--- src/verilog/spsp_pkg.sv ---
// shared constants, types and decode helpers of the serial port
package spsp_pkg;
  localparam int WORD_W = 16;
  localparam int CNT_W = 5;
  localparam int DIV_W = 10;
  localparam int FIFO_DEPTH = 2;
  localparam logic [4:0] BITS_BYTE = 5'h08;
  localparam logic [4:0] BITS_WORD = 5'h10;
  localparam int CTRL_WORD_SIZE_POS = 10;
  localparam logic [15:0] RESET_WORD = 16'h0000;
  localparam logic [9:0] DIV_ONE = 10'h001;
  localparam logic [2:0] SYNC_RESET = 3'h4;

  typedef enum logic [1:0]
  {
    SPSP_IDLE = 2'b00,
    SPSP_RUN = 2'b01,
    SPSP_TAIL = 2'b11
  } spsp_state_e;

  // half shift clock period in clk_sys cycles
  function automatic logic [9:0] spsp_half_period(input logic [1:0] pri, input logic [2:0] sec);
    logic [9:0] fac;
    logic [9:0] mul;
    fac = DIV_ONE << {pri, 1'b0};
    mul = {7'h00, sec} + DIV_ONE;
    return 10'(fac * mul);
  endfunction

  // bit presented on the data line for the chosen word size
  function automatic logic spsp_msb(input logic [15:0] w, input logic m16);
    return m16 ? w[15] : w[7];
  endfunction
endpackage

--- src/verilog/spsp_fifo2.sv ---
// two-entry transmit buffer with valid and ready on both sides
module spsp_fifo2
  import spsp_pkg::*;
(
  // clock and reset
  input wire logic clk_sys,
  input wire logic reset,
  input wire logic clk_en,
  // fill side
  input wire logic [15:0] in_data,
  input wire logic in_valid,
  output logic in_ready,
  // drain side
  output logic [15:0] out_data,
  output logic out_valid,
  input wire logic out_ready,
  // level
  output logic pending
);
  typedef struct packed
  {
    logic [FIFO_DEPTH-1:0][15:0] mem;
    logic wr_ptr;
    logic rd_ptr;
    logic [1:0] count;
    logic ready;
    logic pend;
  } spsp_fifo_s;

  spsp_fifo_s s_ff;
  spsp_fifo_s nxt_s;
  logic push;
  logic pop;

  always_comb
  begin
    nxt_s = s_ff;
    push = in_valid && s_ff.ready;
    pop = out_ready && (s_ff.count != 2'h0);
    if (push)
    begin
      nxt_s.mem[s_ff.wr_ptr] = in_data;
      nxt_s.wr_ptr = ~s_ff.wr_ptr;
    end
    if (pop)
    begin
      nxt_s.rd_ptr = ~s_ff.rd_ptr;
    end
    nxt_s.count = 2'(s_ff.count + {1'b0, push} - {1'b0, pop});
    // registered so the ready port comes from a flop
    nxt_s.ready = (nxt_s.count != 2'h2);
    nxt_s.pend = (nxt_s.count != 2'h0);
  end

  always_ff @(posedge clk_sys)
  begin
    if (reset)
    begin
      s_ff <= '0;
      s_ff.ready <= 1'b1;
    end
    else if (clk_en)
    begin
      s_ff <= nxt_s;
    end
  end

  assign in_ready = s_ff.ready;
  assign out_valid = s_ff.pend;
  assign out_data = s_ff.mem[s_ff.rd_ptr];
  assign pending = s_ff.pend;
endmodule

--- src/verilog/spsp_port.sv ---
// serial peripheral port: shift engine, receive buffer and status
module spsp_port
  import spsp_pkg::*;
(
  // clock, reset and enable
  input wire logic clk_sys,
  input wire logic reset,
  input wire logic clk_en,
  // configuration
  input wire logic port_enable,
  input wire logic master_mode,
  input wire logic word_size_16,
  input wire logic clock_polarity,
  input wire logic clock_edge_sel,
  input wire logic select_control_enable,
  input wire logic output_disable,
  input wire logic stop_in_idle,
  input wire logic cpu_idle,
  input wire logic [1:0] primary_prescale,
  input wire logic [2:0] secondary_prescale,
  input wire logic transfer_done_irq_en,
  // data buffer write side
  input wire logic [15:0] tx_data,
  input wire logic tx_valid,
  output logic tx_ready,
  output logic transmit_full,
  // data buffer read side
  input wire logic rx_read,
  output logic [15:0] rx_data,
  output logic receive_full,
  // status
  input wire logic done_flag_clear,
  output logic transfer_done_flag,
  output logic receive_overflow_flag,
  output logic transfer_done_irq,
  // pins
  input wire logic shift_clock_pin_in,
  output logic shift_clock_pin_out,
  output logic shift_clock_pin_oe,
  input wire logic serial_in_pin,
  output logic serial_out_pin,
  output logic serial_out_oe,
  input wire logic slave_select_n
);
  typedef struct packed
  {
    logic [2:0] sync1;
    logic [2:0] sync2;
    logic sck_prev;
    spsp_state_e state;
    logic [9:0] div_cnt;
    logic [4:0] bit_cnt;
    logic [15:0] shift;
    logic loaded;
    logic m16_prev;
    logic sck_out;
    logic sck_oe;
    logic sdo;
    logic sdo_oe;
    logic [15:0] rx_buf;
    logic rx_full;
    logic ovf;
    logic done;
    logic irq;
  } spsp_port_s;

  spsp_port_s s_ff;
  spsp_port_s nxt_s;
  logic [15:0] fifo_data;
  logic fifo_valid;
  logic pop;

  // transmit buffer; engine only pops when it may load
  // pending is the transmit full flag
  spsp_fifo2 u_txbuf
  (
    .clk_sys(clk_sys),
    .reset(reset),
    .clk_en(clk_en),
    .in_data(tx_data),
    .in_valid(tx_valid),
    .in_ready(tx_ready),
    .out_data(fifo_data),
    .out_valid(fifo_valid),
    .out_ready(pop),
    .pending(transmit_full)
  );

  always_comb
  begin
    logic sck_act;
    logic sdi;
    logic ssn;
    logic [4:0] nbits;
    logic [9:0] half;
    logic eng_reset;
    logic lead;
    logic trail;
    logic sample_ev;
    logic output_ev;
    logic complete;
    logic active_now;
    sck_act = 1'b0;
    sdi = 1'b0;
    ssn = 1'b1;
    nbits = BITS_BYTE;
    half = DIV_ONE;
    eng_reset = 1'b0;
    lead = 1'b0;
    trail = 1'b0;
    sample_ev = 1'b0;
    output_ev = 1'b0;
    complete = 1'b0;
    active_now = 1'b0;
    nxt_s = s_ff;
    pop = 1'b0;

    // two-flop synchronisers: sck, sdi, select
    nxt_s.sync1 = {slave_select_n, serial_in_pin, shift_clock_pin_in};
    nxt_s.sync2 = s_ff.sync1;
    sck_act = s_ff.sync2[0] ^ clock_polarity;
    sdi = s_ff.sync2[1];
    ssn = s_ff.sync2[2];
    nbits = word_size_16 ? BITS_WORD : BITS_BYTE;
    half = spsp_half_period(primary_prescale, secondary_prescale);

    if (rx_read)
    begin
      nxt_s.rx_full = 1'b0;
      nxt_s.ovf = 1'b0;
    end
    if (done_flag_clear)
    begin
      nxt_s.done = 1'b0;
    end

    eng_reset = !port_enable || (word_size_16 != s_ff.m16_prev);
    if (!master_mode && select_control_enable && ssn)
    begin
      eng_reset = 1'b1;
    end
    nxt_s.m16_prev = word_size_16;
    nxt_s.sck_prev = sck_act;
    lead = sck_act && !s_ff.sck_prev;
    trail = !sck_act && s_ff.sck_prev;

    if (stop_in_idle && cpu_idle)
    begin
      nxt_s.state = s_ff.state;
    end
    else if (eng_reset)
    begin
      nxt_s.state = SPSP_IDLE;
      nxt_s.div_cnt = 10'h000;
      nxt_s.bit_cnt = 5'h00;
      nxt_s.loaded = 1'b0;
      nxt_s.sck_out = clock_polarity;
    end
    else if (master_mode)
    begin
      case (s_ff.state)
        SPSP_IDLE:
        begin
          nxt_s.sck_out = clock_polarity;
          nxt_s.div_cnt = 10'h000;
          nxt_s.bit_cnt = 5'h00;
          if (fifo_valid && !s_ff.ovf)
          begin
            pop = 1'b1;
            nxt_s.shift = fifo_data;
            nxt_s.sdo = spsp_msb(fifo_data, word_size_16);
            nxt_s.state = SPSP_RUN;
          end
        end
        SPSP_RUN:
        begin
          nxt_s.div_cnt = 10'(s_ff.div_cnt + DIV_ONE);
          if (nxt_s.div_cnt >= half)
          begin
            nxt_s.div_cnt = 10'h000;
            active_now = s_ff.sck_out ^ clock_polarity;
            nxt_s.sck_out = ~s_ff.sck_out;
            sample_ev = active_now ? !clock_edge_sel : clock_edge_sel;
            output_ev = !sample_ev;
            if (sample_ev && (5'(s_ff.bit_cnt + 5'h01) == nbits))
            begin
              nxt_s.state = active_now ? SPSP_IDLE : SPSP_TAIL;
            end
          end
        end
        SPSP_TAIL:
        begin
          nxt_s.div_cnt = 10'(s_ff.div_cnt + DIV_ONE);
          if (nxt_s.div_cnt >= half)
          begin
            nxt_s.div_cnt = 10'h000;
            nxt_s.sck_out = clock_polarity;
            nxt_s.state = SPSP_IDLE;
          end
        end
        default:
        begin
          nxt_s.state = SPSP_IDLE;
        end
      endcase
    end
    else
    begin
      nxt_s.state = SPSP_IDLE;
      nxt_s.sck_out = clock_polarity;
      if (!s_ff.loaded && (s_ff.bit_cnt == 5'h00) && fifo_valid)
      begin
        pop = 1'b1;
        nxt_s.shift = fifo_data;
        nxt_s.sdo = spsp_msb(fifo_data, word_size_16);
        nxt_s.loaded = 1'b1;
      end
      else if (!s_ff.ovf)
      begin
        sample_ev = clock_edge_sel ? lead : trail;
        output_ev = clock_edge_sel ? trail : lead;
      end
    end

    if (sample_ev)
    begin
      nxt_s.shift = {s_ff.shift[14:0], sdi};
      nxt_s.bit_cnt = 5'(s_ff.bit_cnt + 5'h01);
      if (nxt_s.bit_cnt == nbits)
      begin
        complete = 1'b1;
        nxt_s.bit_cnt = 5'h00;
        nxt_s.loaded = 1'b0;
      end
    end
    else if (output_ev)
    begin
      // out of bit 7 or 15
      nxt_s.sdo = spsp_msb(s_ff.shift, word_size_16);
    end

    if (complete)
    begin
      if (nxt_s.rx_full)
      begin
        nxt_s.ovf = 1'b1;
      end
      else
      begin
        nxt_s.rx_buf = nxt_s.shift;
        nxt_s.rx_full = 1'b1;
      end
      nxt_s.done = 1'b1;
    end

    nxt_s.sck_oe = port_enable && master_mode;
    nxt_s.sdo_oe = port_enable && !output_disable;
    if (!master_mode && select_control_enable && ssn)
    begin
      nxt_s.sdo_oe = 1'b0;
    end
    nxt_s.irq = nxt_s.done && transfer_done_irq_en;
  end

  always_ff @(posedge clk_sys)
  begin
    if (reset)
    begin
      s_ff <= '0;
      s_ff.sync1 <= SYNC_RESET;
      s_ff.sync2 <= SYNC_RESET;
      s_ff.shift <= RESET_WORD;
      s_ff.rx_buf <= RESET_WORD;
    end
    else if (clk_en)
    begin
      s_ff <= nxt_s;
    end
  end

  assign rx_data = s_ff.rx_buf;
  assign receive_full = s_ff.rx_full;
  assign transfer_done_flag = s_ff.done;
  assign receive_overflow_flag = s_ff.ovf;
  assign transfer_done_irq = s_ff.irq;
  assign shift_clock_pin_out = s_ff.sck_out;
  assign shift_clock_pin_oe = s_ff.sck_oe;
  assign serial_out_pin = s_ff.sdo;
  assign serial_out_oe = s_ff.sdo_oe;
endmodule
--- config.mk ---
export PLATFORM = sky130hd
export DESIGN_NAME = spsp_port
export DESIGN_NICKNAME = d
export VERILOG_FILES = /design/src/verilog/spsp_pkg.sv /design/src/verilog/spsp_fifo2.sv /design/src/verilog/spsp_port.sv
export SDC_FILE = /design/constraint.sdc
export NUM_CORES = 1
export LEC_CHECK = 0
export ABC_AREA = 1
export BUFFER_PORTS_ARGS = -buffer_cell sky130_fd_sc_hd__buf_2
export CORE_UTILIZATION = 58
export DETAILED_ROUTE_END_ITERATION = 8
export PLACE_DENSITY = 0.85
export SETUP_SLACK_MARGIN = 0.02
export SLEW_MARGIN = 20
export SYNTH_ARGS = -nofsm -noshare
export SYNTH_HDL_FRONTEND = slang
export SYNTH_SLANG_ARGS = --single-unit
--- constraint.sdc ---
create_clock -name clk_sys -period 5.6 [get_ports clk_sys]
set_clock_uncertainty 0.1 [all_clocks]
set_input_delay 1.12 -clock clk_sys [delete_from_list [all_inputs] [get_ports clk_sys]]
set_output_delay 1.12 -clock clk_sys [all_outputs]
set_load 0.02 [all_outputs]
=== Yosys cells after proc, flatten, opt, wreduce, memory -nomap -nowiden ===
Index checks and enable logic that the tools add are counted.

* Add/sub/neg operators: 5
* Multipliers: 1
* Magnitude comparators: 4
* Equal/unequal tests: 13
* Shift operators: 1
* Mux-type cells: 76
* Bitwise gates (word level): 7
* Reduce and logical (&&, ||, !) cells: 40

{| class="wikitable"
|+ Operator list
! kind !! number
|-
| $mux W16 || 6
|-
| $mux W12 || 4
|-
| $mux W1 || 46
|-
| $mux W22 || 2
|-
| $mux W21 || 2
|-
| $mux W17 || 2
|-
| $bwmux W32 || 1
|-
| $pmux W10 S3 || 1
|-
| $demux W16 S1 || 1
|-
| $logic_and A1 B1 Y1 || 15
|-
| $mux W15 || 1
|-
| $ne A5 B5 Y1 const B || 3
|-
| $ne A4 B4 Y1 const B || 3
|-
| $add A10 B1 Y10 const B || 1
|-
| $ge A10 B10 Y1 || 1
|-
| $mul A10 B4 Y10 || 1
|-
| $mux W2 || 5
|-
| $mux W5 || 2
|-
| $shl A1 B3 Y10 const A || 1
|-
| $logic_not A1 Y1 || 9
|-
| $reduce_and A4 Y1 || 2
|-
| $pmux W2 S3 || 1
|-
| $reduce_and A6 Y1 || 1
|-
| $reduce_bool A2 Y1 || 3
|-
| other kinds (25) || 33
|}

* Register bits: 104
* Bits of input ports: 40
* Output and inout bits: 26
* Word-level logic and storage cells: 172

=== Logic depth before layout (Yosys ltp) ===
* Depth after elaboration: 12
* Mapped depth: 28
* Gate-level depth less buffers: 27

=== By module ===
A second synthesis with hierarchy kept.

* Cell total of the unflattened synthesis: 941
* Area, all modules: 6371.1 um2

{| class="wikitable"
|+ Modules (own cells, without submodules)
! module !! instances !! cells an instance !! area each (um2) !! sequential area each (um2)
|-
| spsp_port || 1 || 722 || 4621.9 || 1321.3
|-
| spsp_fifo2 || 1 || 219 || 1749.2 || 760.7
|}

=== Least setup slack after synthesis ===
OpenSTA, ideal clock, no wires.

* Kind: input to register
* Start point: in secondary_prescale[0]
* End point: reg s_ff[33] (netlist name)
* Setup time: 0.115 ns
* Data arrival time: 4.386 ns
* Required time: 5.385 ns
* Setup slack: 0.998 ns
* Stages: 24
* Path buffers: 1
* Path through: ha_1 -> inv_1 -> nor2_1 -> ha_1 -> inv_1 -> fa_1 -> inv_1 -> ha_1 -> nand2_1 -> a21oi_1 -> nand2_1 -> a21oi_1 -> xor2_1 -> ha_1 -> a21o_1 -> nor2_1 -> nand3_2 -> nand3_1 -> nand2_2 -> nand2_2 -> buf_2 -> o21ai_0 -> o21ai_0 -> inv_1

* Word-level cells in the longest chain between the ends: 9

{| class="wikitable"
|+ RTL lines
! what !! line !! text
|-
| start, declared || spsp_port.sv:20 || <nowiki>input wire logic [2:0] secondary_prescale,</nowiki>
|-
| $add A3 B1 Y4 || spsp_pkg.sv:26 || <nowiki>mul = {7'h00, sec} + DIV_ONE;</nowiki>
|-
| $mul A10 B4 Y10 || spsp_pkg.sv:27 || <nowiki>return 10'(fac * mul);</nowiki>
|-
| $ge A10 B10 Y1 || spsp_port.sv:178 || <nowiki>if (nxt_s.div_cnt >= half)</nowiki>
|-
| $mux W1 || spsp_port.sv:178 ||
|-
| $mux W1 || spsp_port.sv:161 || <nowiki>case (s_ff.state)</nowiki>
|-
| $mux W1 || spsp_port.sv:159 || <nowiki>else if (master_mode)</nowiki>
|-
| $mux W1 || spsp_port.sv:151 || <nowiki>else if (eng_reset)</nowiki>
|-
| $mux W1 || spsp_port.sv:147 || <nowiki>if (stop_in_idle && cpu_idle)</nowiki>
|-
| $mux W22 || spsp_port.sv:225 || <nowiki>if (sample_ev)</nowiki>
|-
| end signal, assigned || spsp_port.sv:277 || <nowiki>s_ff <= nxt_s;</nowiki>
|-
| end, declared || spsp_port.sv:67 || <nowiki>spsp_port_s s_ff;</nowiki>
|}

No other way between the ends.
A chain may end at the register's enable or synchronous reset.

=== Worst setup path in the final report ===
* Start point: in secondary_prescale[0]
* End point: reg s_ff, in the netlist rx_data[2]

* Word-level cells in the longest chain between the ends: 10
* Elaborated cells between the ends (all ways): 11
* Those cells by class: add/sub (1); mul (1); order compare (1); mux (7); reduce/logical (1)

{| class="wikitable"
|+ RTL lines
! what !! line
|-
| $add A3 B1 Y4 (*) || spsp_pkg.sv:26
|-
| $mul A10 B4 Y10 (*) || spsp_pkg.sv:27
|-
| $ge A10 B10 Y1 (*) || spsp_port.sv:178
|-
| $mux W1 (*) || spsp_port.sv:178
|-
| $mux W1 (*) || spsp_port.sv:161
|-
| $mux W1 (*) || spsp_port.sv:159
|-
| $mux W1 (*) || spsp_port.sv:151
|-
| $mux W1 (*) || spsp_port.sv:147
|-
| $mux W1 || spsp_port.sv:225
|-
| $reduce_and A3 Y1 (no line) || --
|}

Mark *: on every way between the ends. The rest lies on a longest branch, timed or not.

==> impl_results.md <==
* Vias at 5,485
* YS warnings at 0
* Top cells by count, synth: 197 x nand2_1, 148 x nor2_1, 113 x inv_1, 104 x dfxtp_1, 65 x o21ai_0
* Mapped Area at 6080 µm²
* Drt drc at 0
* Design Power at 1.50 mW
* DR pass1 iterations at 5
* Type of origin of the critical path: input pin
* Global route overflow at 0
* Fin area at 6540 µm²
* Slew margin rel. at around 34%
* Clk sinks at 104
* Status: finished, final reports clean
* Overall Global Routing Usage at about a quarter
* F_max at 207 MHz
* Ratio of final minimum period to clock period at 86.1%
* Die ar. at 10,900 µm²
* Leak Pwr at 3.22 nW
* Critical path class: input pin to register
* Nets at 996
* Most frequent cell after synthesis: nand2_1
* Non-filler instance count after layout at 1,070
* Distinct cells, synth at 38
* CTS tree: yes
* Setup slack, reg-to-reg at 2.27 ns
* FF-to-FF path depth at 19
* Antenna-violating nets left at 0
* Asr flop ratio synth at 0%
* CP Capture Type: register
* Area leader, netlist: dfxtp_1
* Total Routed Length at 13.0 mm
* R2r startpoint: s_ff[47]
* Final setup margin at 0.778 ns
* Pre-CTS WS at roughly 0.46 ns
* Ys flop type: dfxtp_1
* P_int at approximately 1 mW
* RSZ-0062 raised after global routing: no
* I/O Buffers at 65
* Post-synth EDFFs at 0
* Root Buffer: clkbuf_8
* Req. time, crit path at 5.82 ns
* Row count at 37
* Synthesized flop and latch total at roughly 100
* Synth top area cells: dfxtp_1 34%, nand2_1 12%, nor2_1 9.1%, inv_1 7.0%, o21ai_0 5.4%
* Initial core utilization at 59.4%
* Power density over the cells at 229 nW/µm²
* Initial antenna violation count at 0
* Die Ht at approximately 100 µm
* Clk pin slew, worst setup/hold paths at 0.11 ns
* H-tree Lvls at 3
* Sw frac at 31.2%
* Area grow syn2layout at 7.51%
* Clock power frac at 32.5%
* Ant. Diodes at 0
* Final Setup Violations at 0
* Worst-skew pair later-pin latency at between 0.3 and 0.4 ns
* Synth Area per Inst at slightly below 7 µm²
* Seq/Total Area, Yosys at approximately a third
* Min-delay src: transfer_done_irq
* Max Slew Vio Count at 0
* Final hold slack at 0.365 ns
* Combinational share of power at 14.8%
* First-pass GRT wire length at 21.6 mm
* Critical Path AT at just over 5 ns
* Reg2reg end: rx_data[2]
* Core box area at a little over 10,000 µm²
* Hold Path Class: register to register
* Synthesized net count at a little under 1,000
* # IOs at 66
* Post-CTS Setup Bufs at 0
* Vias in the first global route at 4,864
* Layout cell share with drive strength beyond 1 at 12.7%
* Placed Area at 6320 µm²
* Total CTS buffers at 9
* Die Wd at roughly 100 µm
* Largest net degree at the start of global routing at a little under 50
* WL per Instance at between 10 and 15 µm
* Hold violation count in the final report at 0
* Slew of the pin with the lowest slew margin at between 0.9 and 1 ns
* CTS max path bufs at 2
* Maxcap violations at 0
* Minimum clock period after layout at 4.82 ns
* Hold Path Sink: transfer_done_irq
* Switch Pwr at 0.467 mW
* RePlAce Congestion at just over 0.9
* Drt via density at about 5
* Part of the power in registers at 52.7%
* Setup TNS at 0 ns
* Hold path depth at 2
* Fin util at 63.9%
* Post-CTS resize count at 0
* Hold Buf Count CTS at 0
* Worst vdd ir at 0.000163 V
* Fillers at 933
* Synthesized instance count at about 900
* Final HPWL DP at 8.88 mm
* Post-Place Cells at 1,054
* Max FO, Critical Path at 48
* Initial DRC count at 333
* Post-synth top area share at 34.2%
## power groups by stage
| stage | logic (mW) | clock network (mW) | registers, mW |
|---|---|---|---|
| after global routing | 0.250 | 0.528 | 0.792 |
| after detailed placement | 0.218 | 0 | 0.804 |
| after CTS | 0.220 | 0.499 | 0.787 |
| after floorplan | 0.159 | 0 | 0.803 |
| after global placement | 0.215 | 0 | 0.803 |
| final | 0.221 | 0.487 | 0.788 |
## cell type report
cell class	instances	area, µm²	area share [%]
Clock buffer	9	124	1.90
Clock inverter	7	92.6	1.42
Inverter	123	462	7.06
Multi-Input combinational cell	620	3220	49.3
Sequential cell	104	2080	31.9
Tap cell	136	170	2.60
Timing Repair Buffer	71	383	5.86
## cell families after synthesis
logic type | after synthesis | synth area share, %
AOI/OAI and AO/OA | 159 | 14.7
xor gates and xnor gates | 18 | 2.72
adders and majority gates | 27 | 5.80
buffers and inverters | 175 | 12.7
DFF | 104 | 34.2
muxes | 14 | 2.30
and+or+nand+nor | 402 | 27.5
## layout by cell type, fill, tap and decap left out, types with 14 or more instances in the layout
master / synthesis / routed
o21ai_0: 65 / 65
a21oi_1: 52 / 52
ha_1: 25 / 25
o21ai_1: 20 / 20
inv_1: 113 / 113
nand3_1: 33 / 33
buf_2: 10 / 65
nand2_1: 197 / 197
mux2i_1: 14 / 14
nor2_1: 148 / 148
dfxtp_1: 104 / 104
## how the worst max path moves through the flow
stage	startpoint	to	slack, ns	depth (start not counted)
after floorplan	secondary_prescale[0]	s_ff[33]	1.0	24
after global placement	secondary_prescale[0]	s_ff[33]	0.59	25
after detailed placement	secondary_prescale[0]	s_ff[33]	0.46	25
after CTS	secondary_prescale[0]	rx_data[2]	0.82	26
after global routing	secondary_prescale[0]	rx_data[2]	0.45	26
final	secondary_prescale[0]	rx_data[2]	0.78	26
## flip-flops by register name (all words and copies together), names as in the netlist
register               cells
nxt_s                      3
receive_full               1
receive_overflow_flag      1
rx_data                   16
s_ff                      39
serial_out_oe              1
serial_out_pin             1
shift_clock_pin_oe         1
shift_clock_pin_out        1
transfer_done_flag         1
transfer_done_irq          1
u_txbuf.in_ready           1
u_txbuf.out_valid          1
u_txbuf.s_ff              36
## layer usage
metal / global-route usage [%] / share of wire [%]
met1: 30.4 / 47
met2: 42.3 / 48
met3: 4.32 / 3.8
met4: 5.31 / 0.91
met5: 0 / 0
## worst max-delay path, stage by stage
cell	delay, ns
buf_2	0.12
ha_1	0.20
or2_2	0.29
nand2_1	0.11
inv_1	0.07
nand2_1	0.08
fa_1	0.38
inv_1	0.09
ha_1	0.18
nand2_1	0.06
a21oi_1	0.20
nand2_1	0.09
a21oi_1	0.17
xor2_1	0.17
ha_1	0.26
a21o_1	0.16
nor2_1	0.13
nand3_2	0.18
nand3_1	0.13
nand2_2	0.08
nand2_2	0.09
buf_12	0.23
nand2_1	0.11
o21ai_0	0.13
nor2_1	0.09
nor2_1	0.11
Note: power is estimated with default switching activity, not from simulation.
